<file path="config.mk">
export PLATFORM = sky130hd
export DESIGN_NAME = dsr_router
export DESIGN_NICKNAME = d
export VERILOG_FILES = /design/src/verilog/dsr_pin_sync.v /design/src/verilog/dsr_scan_counter.v /design/src/verilog/dsr_router.v
export VERILOG_INCLUDE_DIRS = /design/src /design/src/verilog
export SDC_FILE = /design/constraint.sdc
export NUM_CORES = 1
export LEC_CHECK = 0
export BUFFER_PORTS_ARGS = -buffer_cell sky130_fd_sc_hd__buf_2
export CORE_AREA = 2 2 116 118
export CTS_CLUSTER_DIAMETER = 30
export CTS_CLUSTER_SIZE = 30
export DETAILED_ROUTE_END_ITERATION = 7
export DIE_AREA = 0 0 118 120
export PLACE_DENSITY = 0.67
export RECOVER_POWER = 25
export SLEW_MARGIN = 20
export SYNTH_ARGS = -nofsm -noshare
export SYNTH_HDL_FRONTEND = slang
export SYNTH_SLANG_ARGS = --single-unit
export TNS_END_PERCENT = 1
</file>
<file path="constraint.sdc">
create_clock -name pclk -period 1.95 [get_ports pclk]
set_input_delay 0.39 -clock pclk [delete_from_list [all_inputs] [get_ports pclk]]
set_output_delay 0.39 -clock pclk [all_outputs]
set_load 0.005 [all_outputs]
</file>
<file path="src/verilog/dsr_consts.vh">
// Constants for the DMA request scan router: register offsets, fields, resets.
// Assumes a 32-bit APB slave with byte addresses and one word per register.
`ifndef DSR_CONSTS_VH
`define DSR_CONSTS_VH

// ************************************************************
// Register offsets
// ************************************************************
`define DSR_OFF_CTRL 8'h00
`define DSR_OFF_BYPASS 8'h04
`define DSR_OFF_IOMAP 8'h08
`define DSR_OFF_STATUS 8'h0C

// ************************************************************
// Control register fields
// ************************************************************
`define DSR_CTRL_LIMA_LSB 0
`define DSR_CTRL_MODEA_BIT 3
`define DSR_CTRL_LIMB_LSB 4
`define DSR_CTRL_MODEB_BIT 7
`define DSR_CTRL_OPC_LSB 8
`define DSR_CTRL_CHAIN_BIT 10
`define DSR_CTRL_WIDTH 11

// ************************************************************
// Status register fields
// ************************************************************
`define DSR_STAT_REQ_LSB 0
`define DSR_STAT_CNTA_LSB 8
`define DSR_STAT_CNTB_LSB 12
`define DSR_STAT_LOCK_BIT 16

// ************************************************************
// Opcodes and reset values
// ************************************************************
`define DSR_OPC_RUN 2'h0
`define DSR_OPC_SET 2'h1
`define DSR_OPC_CLR 2'h2
`define DSR_OPC_CNTCLR 2'h3
`define DSR_CTRL_RST 11'h0
`define DSR_BYPASS_RST 8'h00
`define DSR_IOMAP_RST 8'h00
`define DSR_SYNC_RST 8'hFF

`endif

</file>
<file path="src/verilog/dsr_pin_sync.v">
// Three-stage pin synchroniser for the eight external request lines.
// Assumes asynchronous pins; output changes once stages two and three agree.
`timescale 1ns/1ps
`default_nettype none
`include "dsr_consts.vh"

module dsr_pin_sync (
    input wire pclk,
    input wire presetn,
    input wire [7:0] pin_in,
    output wire [7:0] level_out
);

    reg [7:0] s1_reg;
    reg [7:0] s2_reg;
    reg [7:0] s3_reg;
    reg [7:0] level_reg;

    genvar i;
    generate
        for (i = 0; i < 8; i = i + 1) begin : g_bit
            always @(posedge pclk or negedge presetn) begin
                if (!presetn) begin
                    s1_reg[i] <= 1'b1;
                    s2_reg[i] <= 1'b1;
                    s3_reg[i] <= 1'b1;
                    level_reg[i] <= 1'b1;
                end else begin
                    s1_reg[i] <= pin_in[i];
                    s2_reg[i] <= s1_reg[i];
                    s3_reg[i] <= s2_reg[i];
                    if (s2_reg[i] == s3_reg[i]) begin
                        level_reg[i] <= s3_reg[i];
                    end
                end
            end
        end
    endgenerate

    assign level_out = level_reg;

endmodule // dsr_pin_sync

`default_nettype wire

</file>
<file path="src/verilog/dsr_scan_counter.v">
// Three-bit scan counter of one scan circuit with wrap at a limit.
// Assumes advance is a single-cycle pulse on pclk; clear is a level held while the clear command stays in the control register and the limit is zero.
`timescale 1ns/1ps
`default_nettype none
`include "dsr_consts.vh"

module dsr_scan_counter (
    input wire pclk,
    input wire presetn,
    input wire advance,
    input wire clear,
    input wire [2:0] limit,
    output wire [2:0] count
);

    reg [2:0] count_reg;
    reg [2:0] count_next;

    always @* begin
        count_next = count_reg;
        if (clear) begin
            count_next = 3'h0;
        end else if (advance) begin
            if (count_reg >= limit) begin
                count_next = 3'h0;
            end else begin
                count_next = count_reg + 3'h1;
            end
        end
    end

    always @(posedge pclk or negedge presetn) begin
        if (!presetn) begin
            count_reg <= 3'h0;
        end else begin
            count_reg <= count_next;
        end
    end

    assign count = count_reg;

endmodule // dsr_scan_counter

`default_nettype wire

</file>
<file path="src/verilog/dsr_router.v">
// Top of the DMA request scan router: APB registers, two scan circuits, outputs.
// Assumes ctrl_service comes from controller logic on pclk; request pins are async.
`timescale 1ns/1ps
`default_nettype none
`include "dsr_consts.vh"

module dsr_router (
    input wire pclk,
    input wire presetn,
    input wire psel,
    input wire penable,
    input wire pwrite,
    input wire [7:0] paddr,
    input wire [31:0] pwdata,
    output reg [31:0] prdata,
    output wire pready,
    output wire pslverr,
    input wire [7:0] ext_dma_request_n,
    input wire [7:0] ctrl_service,
    output wire [7:0] ctrl_request,
    output wire bus_lock
);

    // ************************************************************
    // Registers
    // ************************************************************
    reg [10:0] ctrl_reg;
    reg [7:0] bypass_reg;
    reg [7:0] iomap_reg;
    reg [7:0] flag_reg;
    reg [7:0] flag_next;
    reg [7:0] req_prev_reg;
    reg trig_b_prev_reg;
    reg [7:0] ctrl_request_reg;
    reg bus_lock_reg;

    wire [7:0] req_lvl_n;
    wire [7:0] req_lvl;
    wire [7:0] req_rise;
    wire [2:0] wrap_select_low_group;
    wire [2:0] wrap_select_high_group;
    wire mode_a;
    wire mode_b;
    wire [1:0] opcode;
    wire chain_enable;
    wire run;
    wire trig_b;
    wire trig_a_rise;
    wire trig_b_rise;
    wire [2:0] count_a;
    wire [2:0] count_b;
    wire wr_en;
    wire rd_setup;
    wire addr_hit;

    // ************************************************************
    // Control field decode
    // ************************************************************
    assign wrap_select_low_group = ctrl_reg[`DSR_CTRL_LIMA_LSB +: 3];
    assign wrap_select_high_group = ctrl_reg[`DSR_CTRL_LIMB_LSB +: 3];
    assign mode_a = ctrl_reg[`DSR_CTRL_MODEA_BIT];
    assign mode_b = ctrl_reg[`DSR_CTRL_MODEB_BIT];
    assign opcode = ctrl_reg[`DSR_CTRL_OPC_LSB +: 2];
    assign chain_enable = ctrl_reg[`DSR_CTRL_CHAIN_BIT];
    assign run = (opcode == `DSR_OPC_RUN);

    // ************************************************************
    // APB slave
    // ************************************************************
    assign addr_hit = (paddr == `DSR_OFF_CTRL) || (paddr == `DSR_OFF_BYPASS) ||
                      (paddr == `DSR_OFF_IOMAP) || (paddr == `DSR_OFF_STATUS);
    assign pready = 1'b1;
    assign pslverr = psel && penable && !addr_hit;
    assign wr_en = psel && penable && pwrite;
    assign rd_setup = psel && !penable && !pwrite;

    always @(posedge pclk or negedge presetn) begin
        if (!presetn) begin
            ctrl_reg <= `DSR_CTRL_RST;
            bypass_reg <= `DSR_BYPASS_RST;
            iomap_reg <= `DSR_IOMAP_RST;
        end else if (wr_en) begin
            if (paddr == `DSR_OFF_CTRL) begin
                ctrl_reg <= pwdata[10:0];
            end
            if (paddr == `DSR_OFF_BYPASS) begin
                bypass_reg <= pwdata[7:0];
            end
            if (paddr == `DSR_OFF_IOMAP) begin
                iomap_reg <= pwdata[7:0];
            end
        end
    end

    always @(posedge pclk or negedge presetn) begin
        if (!presetn) begin
            prdata <= 32'h00000000;
        end else if (rd_setup) begin
            case (paddr)
                `DSR_OFF_CTRL: begin
                    prdata <= {21'h0, ctrl_reg};
                end
                `DSR_OFF_BYPASS: begin
                    prdata <= {24'h000000, bypass_reg};
                end
                `DSR_OFF_IOMAP: begin
                    prdata <= {24'h000000, iomap_reg};
                end
                `DSR_OFF_STATUS: begin
                    prdata <= {15'h0, bus_lock_reg, 1'b0, count_b, 1'b0, count_a,
                               ctrl_request_reg};
                end
                default: begin
                    prdata <= 32'h00000000;
                end
            endcase
        end
    end

    // ************************************************************
    // Request inputs and triggers
    // ************************************************************
    dsr_pin_sync u_sync (
        .pclk(pclk),
        .presetn(presetn),
        .pin_in(ext_dma_request_n),
        .level_out(req_lvl_n)
    );

    assign req_lvl = ~req_lvl_n;
    assign req_rise = req_lvl & ~req_prev_reg;
    assign trig_b = chain_enable ? req_lvl[0] : req_lvl[4];
    assign trig_a_rise = req_rise[0];
    assign trig_b_rise = trig_b && !trig_b_prev_reg;

    always @(posedge pclk or negedge presetn) begin
        if (!presetn) begin
            req_prev_reg <= 8'h00;
            trig_b_prev_reg <= 1'b0;
        end else begin
            req_prev_reg <= req_lvl;
            trig_b_prev_reg <= trig_b;
        end
    end

    // ************************************************************
    // Scan counters
    // ************************************************************
    dsr_scan_counter u_cnt_a (
        .pclk(pclk),
        .presetn(presetn),
        .advance(run && !mode_a && trig_a_rise),
        .clear((opcode == `DSR_OPC_CNTCLR) && (wrap_select_low_group == 3'h0)),
        .limit(wrap_select_low_group),
        .count(count_a)
    );

    dsr_scan_counter u_cnt_b (
        .pclk(pclk),
        .presetn(presetn),
        .advance(run && !mode_b && trig_b_rise),
        .clear((opcode == `DSR_OPC_CNTCLR) && (wrap_select_high_group == 3'h0)),
        .limit(wrap_select_high_group),
        .count(count_b)
    );

    // ************************************************************
    // Per-channel request flags
    // ************************************************************
    genvar i;
    generate
        for (i = 0; i < 8; i = i + 1) begin : g_ch
            wire [31:0] idx;
            wire own_ok;
            wire hi;
            wire [1:0] j;
            wire [2:0] lim;
            wire md;
            wire [2:0] cnt;
            wire trig_rise;
            wire trig_lvl;
            wire cyc_hit;
            wire par_hit;
            wire scan_set;
            wire cmd_hit;
            wire src;
            wire drop;
            wire set_any;
            wire clr_any;

            assign idx = i;
            assign hi = idx[2];
            assign j = idx[1:0];
            assign lim = hi ? wrap_select_high_group : wrap_select_low_group;
            assign md = hi ? mode_b : mode_a;
            assign cnt = hi ? count_b : count_a;
            assign trig_rise = hi ? trig_b_rise : trig_a_rise;
            assign trig_lvl = hi ? trig_b : req_lvl[0];
            // In chained cyclic scans circuit B owns counter positions 4 to 7.
            assign cyc_hit = (cnt[2] == (hi && chain_enable)) && (cnt[1:0] == j);
            assign par_hit = ({1'b0, j} <= lim);
            // The trigger pin of a scanning circuit reaches its lines only through the scan.
            assign own_ok = (j != 2'h0) || (lim == 3'h0);
            assign scan_set = run && ((req_rise[i] && own_ok) ||
                              (trig_rise && (md ? par_hit : cyc_hit)));
            assign cmd_hit = (lim[2] == hi) && (lim[1:0] == j);
            assign src = (lim != 3'h0) ? trig_lvl : req_lvl[i];
            assign drop = (!md && !src) || (iomap_reg[i] && ctrl_service[i]);
            assign set_any = scan_set || ((opcode == `DSR_OPC_SET) && cmd_hit);
            assign clr_any = drop || ((opcode == `DSR_OPC_CLR) && cmd_hit);

            always @* begin
                if (set_any) begin
                    flag_next[i] = 1'b1;
                end else if (clr_any) begin
                    flag_next[i] = 1'b0;
                end else begin
                    flag_next[i] = flag_reg[i];
                end
            end

            always @(posedge pclk or negedge presetn) begin
                if (!presetn) begin
                    flag_reg[i] <= 1'b0;
                    ctrl_request_reg[i] <= 1'b0;
                end else begin
                    flag_reg[i] <= flag_next[i];
                    ctrl_request_reg[i] <= bypass_reg[i] ? req_lvl[i] : flag_next[i];
                end
            end
        end
    endgenerate

    // ************************************************************
    // Bus lock and outputs
    // ************************************************************
    always @(posedge pclk or negedge presetn) begin
        if (!presetn) begin
            bus_lock_reg <= 1'b0;
        end else begin
            bus_lock_reg <= !run;
        end
    end

    assign ctrl_request = ctrl_request_reg;
    assign bus_lock = bus_lock_reg;

endmodule // dsr_router

`default_nettype wire

</file>
==> flow_summary.ini <==
[run_status]
status = finished clean

[layout]
syn_to_final_growth_pct = 17.7
post-route-util = 0.457
drive_above_1_share = 0.352
final_net_count = 562
fillCellCount = 1183
largest_register_ffs = 15

[routing]
avgRoutedWirePerCell_um = 16.5
drc = 0
ant_nets = 0
initialDrtViolationCount = 187
drt_wl_total_mm = 11.1
vias = 3425
vias_per_cell = 5.13
firstDrtPassIters = 4

[clock_network]
cts_resized = 0
numCtsBuffers = 9
cts_tree = yes
postCtsSetupRepairBufs = 0
cts_buffer_depth = 2
postCtsHoldBufs = 0
cts.clk_slew.worst_paths_ps = 70
htree_levels = 3
clock-sinks = 106
root_buffer = clkbuf_16
clk_latency_ps = 340

[sta]
maxSlewViolCount = 0
finalCritPeriodShare = 0.931
max_freq_ghz = 0.551
grt_setup_unrepaired = false
setup_ws_ps = 134
tightest_slew_ps = 1020
slew_headroom = 0.318
clock_skew_ps = 7.65
finalHoldViolations = 0
setup_viol = 0
final.min_clock_period_ps = 1820

[critical_path]
path_cells = or2_2 > nor3_1 > o32a_1 > a31o_2
worstSetupStartpointType = register
cp-end-kind = register
reg2reg_slack_ps = 130
r2r_cells = 4
cp_top_family = simple AND/OR/NAND/NOR gates
r2r_end = ctrl_request[0]$_DFF_PN0_
path_max_fanout = 9
reg2reg_from = ctrl_reg[8]$_DFFE_PN0P_
cp.arrival_ps = 2100
worst_path_largest_cell_delay_ps = 490
crit_buf_inv = 0
critPathSlowestCell = dfrtp_1
crit_type = reg2reg
path_depth = 4
required_ps = 2230

[synthesis]
netlist_area_um2 = 5040
yosysWarnings = 0
synth_area_leaders = dfrtp_1 37%, dfstp_2 17%, mux2_4 7.7%, ha_1 3.7%, mux4_2 3.6%
synth-edff-count = 0
yosys.area.top_type = dfrtp_1
ys_types = 61
avgSynthCellArea_um2 = 12.2
syn_inst = 412
async_reset_ff_frac = 1.00
ys_ff_latch = 106
synth_ff_type = dfrtp_1
synth.yosys.seq_area_share = 0.534
synth_top_cell_area_share = 0.367

[power]
power_density_nw_per_um2 = 835
p_leak_nw = 2.79
swShare = 0.224
switchingPower_w = 0.00111
power_frac_comb = 0.096
p_seq_frac = 0.494
peakVddDrop_mv = 0.418
power_w = 0.00495
clockPowerShare = 0.410
power.internal_w = 0.00384

[global_routing]
met3_usage = 0.0547
grt_pass1_wl_mm = 18.0
grt_pass1_vias = 3424
grtUsageMet1 = 0.225
antenna_found_initial = 0
grtUsageMet2 = 0.254
globalRoute.totalOverflow = 0
grtUsageTotal = 0.164
busiest_layer = met2
grt_max_degree = 39

[floorplanning]
dieArea_um2 = 14200
rows = 42
start_util = 0.388
core_area_um2 = 13000
die_x_um = 118
ios = 104
die_h_um = 120

[placement]
io_buffer_count = 64
place_hpwl_mm = 8.17
preCtsSetupSlack_ps = -86.6
gp_congestion = 0.922

[worst_hold_path]
min_from = ext_dma_request_n[4]
hold_path_end = u_sync.s1_reg[4]$_DFF_PN1_
holdPathStages = 1
hp-class = in2reg

[flow_run]
max_cap_viol_count = 0
[routing by layer]
layer / vias to the layer above / share of wire
li1: 1582 / -
met3: 8 / 0.069
met2: 122 / 0.46
met1: 1713 / 0.47
met5: - / 0
met4: 0 / 0.0075
[Yosys cell counts, types with 4 or more instances]
master	n
a211oi_1	4
a21oi_1	17
a22o_1	12
a22oi_1	4
a31oi_1	4
buf_4	19
clkbuf_1	14
dfrtp_1	74
dfstp_2	32
ha_1	15
inv_1	32
maj3_1	8
mux2_2	4
mux2_4	26
mux4_2	8
nand2_1	23
nand2b_1	9
nor2_1	17
nor3_1	6
o21ai_0	12
o22ai_1	6
o311a_1	5
or3_1	6
[worst max path at each step]
stage                                            start                   endpoint
after floorplan                               paddr[5]  bypass_reg[0]$_DFFE_PN0P_
after CTS                 u_cnt_a.count[0]$_DFFE_PN0P_  ctrl_request[2]$_DFF_PN0_
after global routing           ctrl_reg[9]$_DFFE_PN0P_  ctrl_request[0]$_DFF_PN0_
final                          ctrl_reg[8]$_DFFE_PN0P_  ctrl_request[0]$_DFF_PN0_
after detailed placement                      paddr[5]  bypass_reg[6]$_DFFE_PN0P_
after global placement                        paddr[5]  bypass_reg[1]$_DFFE_PN0P_
[worst register-to-register path, stage by stage, from the launching register on]
cell     delay (ps)
dfrtp_1         490
or2_2           430
nor3_1          420
o32a_1          260
a31o_2          160
[power by group through the flow]
stage | Combinational (W) | Clock (W) | Sequential (W)
detailed placement | 0.000477 | 0 | 0.00249
global route | 0.000532 | 0.00218 | 0.00246
finish | 0.000474 | 0.00203 | 0.00245
global placement | 0.000465 | 0 | 0.00248
CTS | 0.000481 | 0.00207 | 0.00245
floorplan | 0.000290 | 0 | 0.00246
[cells by family (layout without fill, tap and decap cells)]
kind of cell / Yosys count / count (layout) / share of synthesized area
flip-flops: 106 / 106 / 0.534
AND/OR/NAND/NOR: 89 / 89 / 0.101
multiplexers: 40 / 40 / 0.126
other: 2 / 19 / 0.00149
AO/OA/AOI/OAI: 81 / 81 / 0.113
XOR/XNOR: 1 / 1 / 0.00174
buffers and inverters: 70 / 133 / 0.0695
adder cells (fa/ha/maj): 23 / 23 / 0.0531
[cell type report]
cell class | instances | area, um2 | share of cell area
antenna | 1 | 2.50 | 0.000422
multi-input combinational | 252 | 2060 | 0.347
clock buffer | 11 | 233 | 0.0392
tap | 176 | 220 | 0.0371
inverter | 32 | 120 | 0.0203
sequential | 106 | 2690 | 0.454
clock inverter | 5 | 103 | 0.0173
timing repair buffer | 85 | 503 | 0.0848
[cell usage in the layout (no fill, tap or decap), types with 3 or more instances in the layout]
| master | synthesis | routed |
|---|---|---|
| a22o_1 | 12 | 12 |
| mux2_4 | 26 | 26 |
| dfrtp_1 | 74 | 74 |
| a21oi_1 | 17 | 17 |
| nand2_1 | 23 | 23 |
| inv_1 | 32 | 32 |
| clkbuf_16 | 0 | 9 |
| a31oi_1 | 4 | 4 |
| o311a_1 | 5 | 5 |
| buf_2 | 1 | 63 |
| dfstp_2 | 32 | 26 |
| maj3_1 | 8 | 8 |
| bufinv_16 | 0 | 3 |
| o21ai_0 | 12 | 12 |
| a22oi_1 | 4 | 4 |
| buf_4 | 19 | 19 |
| conb_1 | 2 | 18 |
| nor2_1 | 17 | 17 |
| nor3b_1 | 3 | 3 |
| nand4b_1 | 3 | 3 |
| or3_1 | 6 | 6 |
| o31ai_1 | 3 | 3 |
| nor3_1 | 6 | 6 |
| a211oi_1 | 4 | 4 |
| mux4_2 | 8 | 8 |
| nand2b_1 | 9 | 9 |
| dfstp_1 | 0 | 6 |
| nor2b_1 | 3 | 3 |
| ha_1 | 15 | 15 |
| mux2_2 | 4 | 4 |
| o22ai_1 | 6 | 6 |
[metrics by stage]
stage          setup TNS (ps)  area (um2)  hold WS [ps]  instances
2_1_floorplan               0        5100          94.4        428
3_3_place_gp            -2060        5600           346        651
3_5_place_dp            -2060        5600           347        651
4_1_cts                     0        5930          43.3        667
5_1_grt                     0        5930           125        667
6_report                    0        5930           141        668
Power figures use the tool's default switching activity.
